<file path="config.mk">
export PLATFORM = sky130hd
export DESIGN_NAME = bscrc_engine
export DESIGN_NICKNAME = d
export VERILOG_FILES = /design/src/verilog/bscrc_pkg.sv /design/src/verilog/bscrc_fifo.sv /design/src/verilog/bscrc_engine.sv
export SDC_FILE = /design/constraint.sdc
export NUM_CORES = 1
export LEC_CHECK = 0
export ABC_AREA = 1
export BUFFER_PORTS_ARGS = -buffer_cell sky130_fd_sc_hd__buf_4
export CORE_ASPECT_RATIO = 0.9
export CORE_MARGIN = 5
export CORE_UTILIZATION = 50
export CTS_CLUSTER_SIZE = 25
export DETAILED_ROUTE_END_ITERATION = 8
export GPL_ROUTABILITY_DRIVEN = 0
export PLACE_DENSITY = 0.76
export SLEW_MARGIN = 0
export SYNTH_ARGS = -nofsm -noshare
export SYNTH_HDL_FRONTEND = slang
export SYNTH_SLANG_ARGS = --single-unit
</file>
<file path="constraint.sdc">
create_clock -name clk -period 10.55 [get_ports clk]
set_input_delay 2.11 -clock clk [delete_from_list [all_inputs] [get_ports clk]]
set_output_delay 2.11 -clock clk [all_outputs]
set_load 0.005 [all_outputs]
</file>
<file path="src/verilog/bscrc_pkg.sv">
// constants shared by the bus-snoop crc engine and its testbench
package bscrc_pkg;

  // register byte offsets on the axi4-lite slave
  localparam logic [7:0] OFF_RESULT  = 8'h00;
  localparam logic [7:0] OFF_CONTROL = 8'h04;
  localparam logic [7:0] OFF_CONFIG  = 8'h08;
  localparam logic [7:0] OFF_STATUS  = 8'h0c;

  // control register fields
  localparam int CTL_CLEAR_BIT = 0;
  localparam int CTL_HOLD_BIT  = 1;

  // status register fields
  localparam int STA_BUSY_BIT  = 0;
  localparam int STA_STALL_BIT = 1;
  localparam int STA_LVL_LSB   = 8;

  // polynomial select codes held in the config register
  typedef enum logic [1:0] {
    BSCRC_SEL_CRC8   = 2'h0,
    BSCRC_SEL_CRC16A = 2'h1,
    BSCRC_SEL_CRC16B = 2'h2,
    BSCRC_SEL_CRC32  = 2'h3
  } bscrc_sel_e;

  // generator polynomials, msb-first, implicit top term dropped
  localparam logic [31:0] POLY_CRC8   = 32'h0000_0007;
  localparam logic [31:0] POLY_CRC16A = 32'h0000_8005;
  localparam logic [31:0] POLY_CRC16B = 32'h0000_1021;
  localparam logic [31:0] POLY_CRC32  = 32'h04c1_1db7;

  // reset values
  localparam logic [31:0] RESULT_RST = 32'h0000_0000;
  localparam logic [1:0]  CONFIG_RST = 2'h0;

  // access size code of a byte read on a snooped bus
  localparam logic [1:0] SIZE_BYTE = 2'h0;

  // axi response codes
  localparam logic [1:0] RESP_OKAY   = 2'h0;
  localparam logic [1:0] RESP_SLVERR = 2'h2;

endpackage

</file>
<file path="src/verilog/bscrc_fifo.sv">
// byte buffer between the bus snoopers and the crc datapath
`timescale 1ns/1ps
`default_nettype none
module bscrc_fifo #(
  parameter int W     = 8,
  parameter int DEPTH = 16
) (
  input  wire logic                       clk,
  input  wire logic                       rst,
  input  wire logic                       in_valid,
  output logic                            in_ready,
  input  wire logic [W-1:0]               in_data,
  output logic                            out_valid,
  input  wire logic                       out_ready,
  output logic [W-1:0]                    out_data,
  output logic [$clog2(DEPTH+1)-1:0]      level
);
  localparam int PW = $clog2(DEPTH);

  logic [W-1:0]  mem [DEPTH];
  logic [PW-1:0] wp_r;
  logic [PW-1:0] rp_r;
  logic [$clog2(DEPTH+1)-1:0] cnt_r;
  logic push;
  logic pop;

  // full and empty come straight from the occupancy count
  assign in_ready  = (cnt_r != ($clog2(DEPTH+1))'(DEPTH));
  assign out_valid = (cnt_r != '0);
  assign out_data  = mem[rp_r];
  assign level     = cnt_r;
  assign push      = in_valid & in_ready;
  assign pop       = out_valid & out_ready;

  // storage has no reset, only pointers and count do
  always_ff @(posedge clk) begin
    if (push) begin
      mem[wp_r] <= in_data;
    end
  end

  // pointers wrap on depth, which need not be a power of two
  always_ff @(posedge clk) begin
    if (rst) begin
      wp_r  <= '0;
      rp_r  <= '0;
      cnt_r <= '0;
    end else begin
      if (push) begin
        wp_r <= (wp_r == PW'(DEPTH-1)) ? '0 : wp_r + 1'b1;
      end
      if (pop) begin
        rp_r <= (rp_r == PW'(DEPTH-1)) ? '0 : rp_r + 1'b1;
      end
      cnt_r <= cnt_r + (push ? 1'b1 : 1'b0) - (pop ? 1'b1 : 1'b0);
    end
  end
endmodule
`default_nettype wire

</file>
<file path="src/verilog/bscrc_engine.sv">
// bus-snooping crc engine with security gating and axi4-lite registers
//
// Operation
// - snoop reads on both the code-space data bus and the system bus
// - capture only reads whose address lies in the mirrored alias region
// - update result after each captured byte; software may read it anytime
// - only byte-sized reads feed the crc
// - half-word and word mirrored reads are dropped, result unchanged
// - debugger-issued mirrored reads never reach the crc
// - support crc8 poly 0x07 and crc32 poly 0x04c11db7
// - support two crc16 polys, 0x8005 and 0x1021
// - writing 1 to control clear field zeroes the result
// - config register selects one of the four polynomials
// - software may write the result register to restore a saved crc
// - code in one zone cannot crc memory of another secure zone
// - same-zone reads of execute-only sectors feed crc, cpu gets nothing
// - blocked secure reads return zero without stalling the cpu
// - secure zone with pc inside it blocks only debug accesses
// - secure zone with pc outside it blocks every access
`timescale 1ns/1ps
`default_nettype none
module bscrc_engine #(
  parameter int          NBUS        = 2,
  parameter int          FIFO_DEPTH  = 16,
  parameter logic [31:0] MIRROR_MASK = 32'hf000_0000,
  parameter logic [31:0] MIRROR_BASE = 32'h1000_0000
) (
  input  wire logic                 clk,
  input  wire logic                 rst,
  // axi4-lite register slave
  input  wire logic [7:0]           s_axi_awaddr,
  input  wire logic                 s_axi_awvalid,
  output logic                      s_axi_awready,
  input  wire logic [31:0]          s_axi_wdata,
  input  wire logic [3:0]           s_axi_wstrb,
  input  wire logic                 s_axi_wvalid,
  output logic                      s_axi_wready,
  output logic [1:0]                s_axi_bresp,
  output logic                      s_axi_bvalid,
  input  wire logic                 s_axi_bready,
  input  wire logic [7:0]           s_axi_araddr,
  input  wire logic                 s_axi_arvalid,
  output logic                      s_axi_arready,
  output logic [31:0]               s_axi_rdata,
  output logic [1:0]                s_axi_rresp,
  output logic                      s_axi_rvalid,
  input  wire logic                 s_axi_rready,
  // snooped reads, bus 0 code_space_data_bus, bus 1 system bus
  input  wire logic [NBUS-1:0]      snoop_rd_valid,
  input  wire logic [NBUS*32-1:0]   snoop_rd_addr,
  input  wire logic [NBUS*2-1:0]    snoop_rd_size,
  input  wire logic [NBUS*32-1:0]   snoop_rd_data,
  input  wire logic [NBUS-1:0]      snoop_rd_debug,
  input  wire logic [NBUS*2-1:0]    snoop_rd_zone,
  input  wire logic [NBUS-1:0]      snoop_rd_exeonly,
  // memory_access_guard state
  input  wire logic [1:0]           zone_secure,
  input  wire logic [1:0]           pc_zone,
  // gated read data returned to the processor
  output logic [NBUS-1:0]           cpu_ret_valid,
  output logic [NBUS*32-1:0]        cpu_ret_data,
  output logic                      snoop_stall
);
  localparam int LW = $clog2(FIFO_DEPTH+1);

  logic [NBUS-1:0]   cap_v;
  logic [NBUS*8-1:0] cap_b;
  logic [NBUS-1:0]   deny;
  logic [NBUS-1:0]   pend_v_r;
  logic [NBUS-1:0]   pend_v_nxt;
  logic [NBUS*8-1:0] pend_b_r;
  logic [NBUS-1:0]   push_one;
  logic              stall_r;
  logic              f_in_valid;
  logic              f_in_ready;
  logic [7:0]        f_in_data;
  logic              f_out_valid;
  logic              f_out_ready;
  logic [7:0]        f_out_data;
  logic [LW-1:0]     f_level;
  logic [31:0]       crc_result_reg;
  logic [1:0]        crc_config_reg;
  logic              hold_r;
  logic              aw_full_r;
  logic              w_full_r;
  logic              ar_full_r;
  logic [7:0]        aw_addr_r;
  logic [31:0]       w_data_r;
  logic [3:0]        w_strb_r;
  logic [7:0]        ar_addr_r;
  logic              aw_take;
  logic              w_take;
  logic              ar_take;
  logic              wr_do;
  logic              rd_do;
  logic              busy;
  logic              sw_res_wr;
  logic              sw_clear;
  logic [31:0]       wmask;

  // crc mask for the selected width
  function automatic logic [31:0] crc_mask(input logic [1:0] sel);
    unique case (bscrc_pkg::bscrc_sel_e'(sel))
      bscrc_pkg::BSCRC_SEL_CRC8:   crc_mask = 32'h0000_00ff;
      bscrc_pkg::BSCRC_SEL_CRC16A: crc_mask = 32'h0000_ffff;
      bscrc_pkg::BSCRC_SEL_CRC16B: crc_mask = 32'h0000_ffff;
      bscrc_pkg::BSCRC_SEL_CRC32:  crc_mask = 32'hffff_ffff;
    endcase
  endfunction

  // one byte folded msb-first into the running remainder
  function automatic logic [31:0] crc_step(input logic [31:0] c,
                                           input logic [7:0]  b,
                                           input logic [1:0]  sel);
    logic [31:0] r;
    logic [31:0] p;
    logic [4:0]  top;
    logic        fb;
    r   = c & crc_mask(sel);
    p   = bscrc_pkg::POLY_CRC32;
    top = 5'd31;
    unique case (bscrc_pkg::bscrc_sel_e'(sel))
      bscrc_pkg::BSCRC_SEL_CRC8: begin
        p   = bscrc_pkg::POLY_CRC8;
        top = 5'd7;
      end
      bscrc_pkg::BSCRC_SEL_CRC16A: begin
        p   = bscrc_pkg::POLY_CRC16A;
        top = 5'd15;
      end
      bscrc_pkg::BSCRC_SEL_CRC16B: begin
        p   = bscrc_pkg::POLY_CRC16B;
        top = 5'd15;
      end
      bscrc_pkg::BSCRC_SEL_CRC32: begin
        p   = bscrc_pkg::POLY_CRC32;
        top = 5'd31;
      end
    endcase
    for (int i = 0; i < 8; i++) begin
      fb = r[top] ^ b[3'(7 - i)];
      r  = (r << 1) & crc_mask(sel);
      if (fb) begin
        r = r ^ p;
      end
    end
    crc_step = r;
  endfunction

  // per-bus security gating, capture decision and processor return path
  generate
    for (genvar g = 0; g < NBUS; g++) begin : g_bus
      logic [31:0] addr;
      logic [1:0]  zone;
      logic        mirror;
      assign addr   = snoop_rd_addr[g*32 +: 32];
      assign zone   = snoop_rd_zone[g*2 +: 2];
      assign mirror = ((addr & MIRROR_MASK) == MIRROR_BASE);
      // a zone code of zero marks unsecured memory
      assign deny[g] = ((zone == 2'h1 && zone_secure[0]) || (zone == 2'h2 && zone_secure[1]))
                       && (snoop_rd_debug[g]
                           || (pc_zone != zone));
      assign cap_v[g] = snoop_rd_valid[g] & mirror & ~deny[g]
                        & (snoop_rd_size[g*2 +: 2] == bscrc_pkg::SIZE_BYTE)
                        & ~snoop_rd_debug[g] & ~stall_r;
      // byte lane picked by the low address bits
      assign cap_b[g*8 +: 8] = snoop_rd_data[g*32 + 8*addr[1:0] +: 8];

      // the processor never waits on the guard; denied data reads as zero
      always_ff @(posedge clk) begin
        if (rst) begin
          cpu_ret_valid[g]         <= 1'b0;
          cpu_ret_data[g*32 +: 32] <= 32'h0000_0000;
        end else begin
          cpu_ret_valid[g] <= snoop_rd_valid[g];
          if (deny[g] || snoop_rd_exeonly[g]) begin
            cpu_ret_data[g*32 +: 32] <= 32'h0000_0000;
          end else begin
            cpu_ret_data[g*32 +: 32] <= snoop_rd_data[g*32 +: 32];
          end
        end
      end
    end
  endgenerate

  // lowest pending bus wins the buffer; higher buses wait in their slots for a later cycle
  always_comb begin
    push_one   = '0;
    f_in_data  = pend_b_r[7:0];
    for (int i = NBUS - 1; i >= 0; i--) begin
      if (pend_v_r[i]) begin
        push_one  = '0;
        push_one[i] = 1'b1;
        f_in_data = pend_b_r[i*8 +: 8];
      end
    end
  end
  assign f_in_valid = |pend_v_r;

  // one staging slot per bus; reads offered while stalled are refused, so none is lost
  always_comb begin
    pend_v_nxt = pend_v_r;
    if (f_in_ready) begin
      pend_v_nxt = pend_v_r & ~push_one;
    end
    pend_v_nxt = pend_v_nxt | cap_v;
  end

  always_ff @(posedge clk) begin
    if (rst) begin
      pend_v_r <= '0;
      pend_b_r <= '0;
      stall_r  <= 1'b0;
    end else begin
      pend_v_r <= pend_v_nxt;
      stall_r  <= |pend_v_nxt;
      for (int i = 0; i < NBUS; i++) begin
        if (cap_v[i]) begin
          pend_b_r[i*8 +: 8] <= cap_b[i*8 +: 8];
        end
      end
    end
  end
  assign snoop_stall = stall_r;

  bscrc_fifo #(
    .W     (8),
    .DEPTH (FIFO_DEPTH)
  ) u_fifo (
    .clk       (clk),
    .rst       (rst),
    .in_valid  (f_in_valid),
    .in_ready  (f_in_ready),
    .in_data   (f_in_data),
    .out_valid (f_out_valid),
    .out_ready (f_out_ready),
    .out_data  (f_out_data),
    .level     (f_level)
  );

  // a software write to the result or to the clear field pauses the datapath for that cycle
  assign sw_res_wr = wr_do && (aw_addr_r == bscrc_pkg::OFF_RESULT);
  assign sw_clear  = wr_do && (aw_addr_r == bscrc_pkg::OFF_CONTROL)
                     && w_strb_r[0] && w_data_r[bscrc_pkg::CTL_CLEAR_BIT];
  assign f_out_ready = ~hold_r & ~sw_res_wr & ~sw_clear;
  assign busy        = f_out_valid | (|pend_v_r);

  always_comb begin
    for (int i = 0; i < 4; i++) begin
      wmask[i*8 +: 8] = {8{w_strb_r[i]}};
    end
  end

  // result register: clear, restore or fold one byte per cycle
  always_ff @(posedge clk) begin
    if (rst) begin
      crc_result_reg <= bscrc_pkg::RESULT_RST;
    end else if (sw_clear) begin
      crc_result_reg <= bscrc_pkg::RESULT_RST;
    end else if (sw_res_wr) begin
      crc_result_reg <= ((crc_result_reg & ~wmask) | (w_data_r & wmask))
                        & crc_mask(crc_config_reg);
    end else if (f_out_valid && f_out_ready) begin
      crc_result_reg <= crc_step(crc_result_reg, f_out_data,
                                 crc_config_reg);
    end
  end

  // config and hold are plain software state
  always_ff @(posedge clk) begin
    if (rst) begin
      crc_config_reg <= bscrc_pkg::CONFIG_RST;
      hold_r         <= 1'b0;
    end else if (wr_do && w_strb_r[0]) begin
      if (aw_addr_r == bscrc_pkg::OFF_CONFIG) begin
        crc_config_reg <= w_data_r[1:0];
      end
      if (aw_addr_r == bscrc_pkg::OFF_CONTROL) begin
        hold_r <= w_data_r[bscrc_pkg::CTL_HOLD_BIT];
      end
    end
  end

  // write channels are taken independently and joined before the response
  assign aw_take = s_axi_awvalid & s_axi_awready;
  assign w_take  = s_axi_wvalid & s_axi_wready;
  assign wr_do   = aw_full_r & w_full_r & ~s_axi_bvalid;

  always_ff @(posedge clk) begin
    if (rst) begin
      aw_full_r     <= 1'b0;
      w_full_r      <= 1'b0;
      s_axi_awready <= 1'b0;
      s_axi_wready  <= 1'b0;
      aw_addr_r     <= 8'h00;
      w_data_r      <= 32'h0000_0000;
      w_strb_r      <= 4'h0;
    end else begin
      aw_full_r     <= (aw_full_r | aw_take) & ~wr_do;
      w_full_r      <= (w_full_r | w_take) & ~wr_do;
      s_axi_awready <= ~((aw_full_r | aw_take) & ~wr_do);
      s_axi_wready  <= ~((w_full_r | w_take) & ~wr_do);
      if (aw_take) begin
        aw_addr_r <= {s_axi_awaddr[7:2], 2'b00};
      end
      if (w_take) begin
        w_data_r <= s_axi_wdata;
        w_strb_r <= s_axi_wstrb;
      end
    end
  end

  // write response, error for offsets outside the map or read-only status
  always_ff @(posedge clk) begin
    if (rst) begin
      s_axi_bvalid <= 1'b0;
      s_axi_bresp  <= bscrc_pkg::RESP_OKAY;
    end else if (wr_do) begin
      s_axi_bvalid <= 1'b1;
      if (aw_addr_r == bscrc_pkg::OFF_RESULT || aw_addr_r == bscrc_pkg::OFF_CONTROL
          || aw_addr_r == bscrc_pkg::OFF_CONFIG) begin
        s_axi_bresp <= bscrc_pkg::RESP_OKAY;
      end else begin
        s_axi_bresp <= bscrc_pkg::RESP_SLVERR;
      end
    end else if (s_axi_bready) begin
      s_axi_bvalid <= 1'b0;
    end
  end

  // a result read waits for buffered bytes, unless hold is set, so it covers every earlier read
  assign ar_take = s_axi_arvalid & s_axi_arready;
  assign rd_do   = ar_full_r & ~s_axi_rvalid
                   & ((ar_addr_r != bscrc_pkg::OFF_RESULT) | ~busy | hold_r);

  always_ff @(posedge clk) begin
    if (rst) begin
      ar_full_r     <= 1'b0;
      s_axi_arready <= 1'b0;
      ar_addr_r     <= 8'h00;
    end else begin
      ar_full_r     <= (ar_full_r | ar_take) & ~rd_do;
      s_axi_arready <= ~((ar_full_r | ar_take) & ~rd_do);
      if (ar_take) begin
        ar_addr_r <= {s_axi_araddr[7:2], 2'b00};
      end
    end
  end

  // read data mux; unused bits and the status gaps read as zero
  always_ff @(posedge clk) begin
    if (rst) begin
      s_axi_rvalid <= 1'b0;
      s_axi_rdata  <= 32'h0000_0000;
      s_axi_rresp  <= bscrc_pkg::RESP_OKAY;
    end else if (rd_do) begin
      s_axi_rvalid <= 1'b1;
      s_axi_rresp  <= bscrc_pkg::RESP_OKAY;
      s_axi_rdata  <= 32'h0000_0000;
      if (ar_addr_r == bscrc_pkg::OFF_RESULT) begin
        s_axi_rdata <= crc_result_reg & crc_mask(crc_config_reg);
      end else if (ar_addr_r == bscrc_pkg::OFF_CONTROL) begin
        s_axi_rdata[bscrc_pkg::CTL_HOLD_BIT] <= hold_r;
      end else if (ar_addr_r == bscrc_pkg::OFF_CONFIG) begin
        s_axi_rdata[1:0] <= crc_config_reg;
      end else if (ar_addr_r == bscrc_pkg::OFF_STATUS) begin
        s_axi_rdata[bscrc_pkg::STA_BUSY_BIT]  <= busy;
        s_axi_rdata[bscrc_pkg::STA_STALL_BIT] <= stall_r;
        s_axi_rdata[bscrc_pkg::STA_LVL_LSB +: LW] <= f_level;
      end else begin
        s_axi_rresp <= bscrc_pkg::RESP_SLVERR;
      end
    end else if (s_axi_rready) begin
      s_axi_rvalid <= 1'b0;
    end
  end

endmodule
`default_nettype wire

</file>
==> qor.yml <==
run_status: "finished clean"
cts_max_path_buffers: 3
synthDominantCellAreaShare_pct: 35.24
layout_min_cycle_time_ns: 5.320
die_ar_um2: 28140
setup_ws_final_ns: 5.230
relSlewSlack_pct: 10.63
setup_viol: 0
drc: 0
worstPathArrival_ns: 5.79
cellPowerDensity_nw_per_um2: 212.2
proportion_of_synthesized_chip_area_in_sequential_cells_pct: 50.68
clk_pin_slew_ns: 0.06
chipHeight_um: 159.7
antenna_found_initial: 2
wirelength_mm: 37.22
drt-pass1-iter-count: 6
biggestRegsByFlops: "cpu_ret_data x64, u_fifo.mem x64"
globalRoute.totalOverflow: 0
critPathMaxFanout: 16
postSynth.asyncResetShare_pct: 0
clk_root_buffer_cell: "sky130_fd_sc_hd__clkbuf_16"
portBuffers: 254
worst_skew_pair.late_latency_ns: 0.56
drtIter0Drc: 1053
cellLeakagePower_nw: 6.998
nFillCells: 2002
synth_area_leaders: "sky130_fd_sc_hd__dfxtp_1 35%, sky130_fd_sc_hd__edfxtp_1 15%, sky130_fd_sc_hd__nor2_1 7.5%, sky130_fd_sc_hd__nand2_1 6.6%, sky130_fd_sc_hd__a21oi_1 5.8%"
cp_slowest_cell: "sky130_fd_sc_hd__ha_1"
hold_path_class: "flip-flop to flip-flop"
cts-buffers-inserted: 28
cts.sink_count: 283
dpl_worst_slack_ns: 5.466
ant_nets: 0
max_freq_mhz: 188.0
fin_util_pct: 63.89
num_io_pins: 313
post_cts_resize_count: 0
synth_cell_types: 50
layout.nets: 2019
whs_ns: 0.4692
vias: 11470
drive_gt1_share_pct: 20.03
worst-path-buf-inv: 4
grt_setup_unrepaired: "no"
fin_skew_ns: 0.02528
initial_cell_density_of_the_core_pct: 51.01
chipWidth_um: 176.3
dpl_wire_length_mm: 27.50
timing_worst_setup_path_type: "flip-flop to flip-flop"
setup_tns_ns: 0
syn-mean-instance-area_um2: 7.955
cts-hold-fix-buffers: 0
postSynthCellCount: 1564
worst_path_dominant_cell_family: "simple AND/OR/NAND/NOR gates"
worst_ep_required_time_ns: 11.03
cts_max_level: 1
netlist_area_um2: 12440
flow.area_growth_from_synthesis_pct: 25.25
post-cts-setup-buffers: 0
period_share_pct: 50.42
wl_per_cell_um: 17.27
synth.yosys.warnings: 0
grt_util_all_layers_pct: 25.69
startpoint_kind_of_the_worst_setup_timing_path: "flip-flop"
grt_pass1_vias: 11060
synth-main-ff-cell: "sky130_fd_sc_hd__dfxtp_1"
end_kind: "flip-flop"
place_inst: 2101
critical_path.most_common_cell: "sky130_fd_sc_hd__nand2_2"
postSynthRegisterBits: 283
grt_first_pass_wirelength_mm: 58.51
vias_per_cell: 5.321
tritoncts_clock_tree: "done"
finalMaxSlewViolations: 0
synth_edf_count: 64
timing_worst_slew_pin_value_ns: 1.328
hold_violations: 0
fp.coreArea_um2: 24390
grt_max_degree: 60
synth.largest_area_cell: "sky130_fd_sc_hd__dfxtp_1"
slowest_delay_ns: 0.71
timing.max_cap.violations: 0
worst_voltage_drop_across_the_vdd_grid_mv: 0.1359
num_rows: 54
finalNonFillerCells: 2155
## cell families after synthesis
kind of cell    Yosys count  share of synthesized area, %
simple gates            634                         22.17
flops                   283                         50.68
fa+ha+maj                19                         2.031
mux                       5                        0.4425
xor+xnor                 24                         1.689
compound gates          335                         14.73
other cells               1                       0.03014
buf+inv                 263                         8.216
## report_power, final
part | internal, mW | leakage [nW] | switching (mW)
Clock | 0.636 | 0.474 | 0.428
Combinational | 0.338 | 4.22 | 0.650
Sequential | 1.18 | 2.31 | 0.0752
## per-layer routing
metal  vias up  part of all wire [%]  GRT usage (%)
met5         -                     0              0
met4         0                   2.5          7.371
met3        66                    11          7.565
met2       532                    47          41.69
met1      5282                    40          33.52
li1       5587                     -              -
## cell usage in the layout (no fill, tap or decap), types with 3 or more instances in the layout
master                      netlist  final
sky130_fd_sc_hd__or3_1            3      3
sky130_fd_sc_hd__mux2_2           4      4
sky130_fd_sc_hd__a31oi_1         14     14
sky130_fd_sc_hd__nor3_1           9      8
sky130_fd_sc_hd__o21ai_0        131    131
sky130_fd_sc_hd__inv_1          187    186
sky130_fd_sc_hd__a22oi_1          4      4
sky130_fd_sc_hd__a22o_1           3      3
sky130_fd_sc_hd__ha_1            17     17
sky130_fd_sc_hd__bufinv_16        0      6
sky130_fd_sc_hd__clkinv_1         4      9
sky130_fd_sc_hd__xor2_1          22     22
sky130_fd_sc_hd__nand3_2         11     11
sky130_fd_sc_hd__clkinv_2         0      4
sky130_fd_sc_hd__nand2_1        219    219
sky130_fd_sc_hd__a211oi_1         4      4
sky130_fd_sc_hd__nor2_1         249    249
sky130_fd_sc_hd__edfxtp_1        64     64
sky130_fd_sc_hd__inv_2            7      8
sky130_fd_sc_hd__buf_4            3    265
sky130_fd_sc_hd__nand2_2         14     14
sky130_fd_sc_hd__clkbuf_16        0     28
sky130_fd_sc_hd__nand3_1         99     99
sky130_fd_sc_hd__o21ai_1          5      5
sky130_fd_sc_hd__o211ai_1         3      3
sky130_fd_sc_hd__or2_2            7      7
sky130_fd_sc_hd__nor4_1           5      4
sky130_fd_sc_hd__a21oi_1        143    143
sky130_fd_sc_hd__nand4_1          6      6
sky130_fd_sc_hd__a221oi_1        13     13
sky130_fd_sc_hd__clkbuf_1        48      4
sky130_fd_sc_hd__dfxtp_1        219    219
sky130_fd_sc_hd__nand2_4          7      7
## per-stage QoR
step	power, mW	cell area, µm²
4_1_cts	3.293	15580
3_3_place_gp	2.201	14590
3_5_place_dp	2.233	14590
5_1_grt	3.480	15580
2_1_floorplan	1.935	12450
6_report	3.307	15580
## synthesized netlist by cell type, types with 3 or more instances
library cell                 n
sky130_fd_sc_hd__a211oi_1    4
sky130_fd_sc_hd__a21oi_1   143
sky130_fd_sc_hd__a221oi_1   13
sky130_fd_sc_hd__a22o_1      3
sky130_fd_sc_hd__a22oi_1     4
sky130_fd_sc_hd__a31oi_1    14
sky130_fd_sc_hd__buf_1       5
sky130_fd_sc_hd__buf_2       7
sky130_fd_sc_hd__buf_4       3
sky130_fd_sc_hd__clkbuf_1   48
sky130_fd_sc_hd__clkinv_1    4
sky130_fd_sc_hd__dfxtp_1   219
sky130_fd_sc_hd__edfxtp_1   64
sky130_fd_sc_hd__ha_1       17
sky130_fd_sc_hd__inv_1     187
sky130_fd_sc_hd__inv_2       7
sky130_fd_sc_hd__mux2_2      4
sky130_fd_sc_hd__nand2_1   219
sky130_fd_sc_hd__nand2_2    14
sky130_fd_sc_hd__nand2_4     7
sky130_fd_sc_hd__nand3_1    99
sky130_fd_sc_hd__nand3_2    11
sky130_fd_sc_hd__nand4_1     6
sky130_fd_sc_hd__nor2_1    249
sky130_fd_sc_hd__nor3_1      9
sky130_fd_sc_hd__nor4_1      5
sky130_fd_sc_hd__o211ai_1    3
sky130_fd_sc_hd__o21ai_0   131
sky130_fd_sc_hd__o21ai_1     5
sky130_fd_sc_hd__or2_2       7
sky130_fd_sc_hd__or3_1       3
sky130_fd_sc_hd__xor2_1     22
## worst register-to-register path: cells and delay by family, from the launching register on
family | cells | cell delay, ns
buffers and inverters | 4 | 0.92
adders and majority gates | 1 | 0.71
DFF | 1 | 0.36
and+or+nand+nor | 25 | 2.98
AOI/OAI and AO/OA | 2 | 0.27
## final timing paths
path / startpoint / end / slack (ns) / cells after the start
max: crc_config_reg[1]$_SDFFE_PP0P_ / crc_result_reg[11]$_SDFFE_PP0P_ / 5.23 / 32
min: s_axi_rdata[30]$_SDFFE_PP0P_ / s_axi_rdata[30]$_SDFFE_PP0P_ / 0.47 / 2
max reg2reg: crc_config_reg[1]$_SDFFE_PP0P_ / crc_result_reg[11]$_SDFFE_PP0P_ / 5.23 / 32
min reg2reg: s_axi_rdata[30]$_SDFFE_PP0P_ / s_axi_rdata[30]$_SDFFE_PP0P_ / 0.47 / 2
## final cells by class
| type | instances | area (µm²) | area share [%] |
|---|---|---|---|
| multi-input cells | 1019 | 5129 | 32.91 |
| inverters | 198 | 743.2 | 4.769 |
| diodes | 2 | 5.005 | 0.03212 |
| clock buffers | 32 | 715.7 | 4.593 |
| repair buffers | 265 | 1989 | 12.77 |
| clock inverters | 20 | 275.3 | 1.766 |
| flip-flops and latches | 283 | 6306 | 40.47 |
| well taps | 336 | 420.4 | 2.698 |
Power figures use the tool's default switching activity.
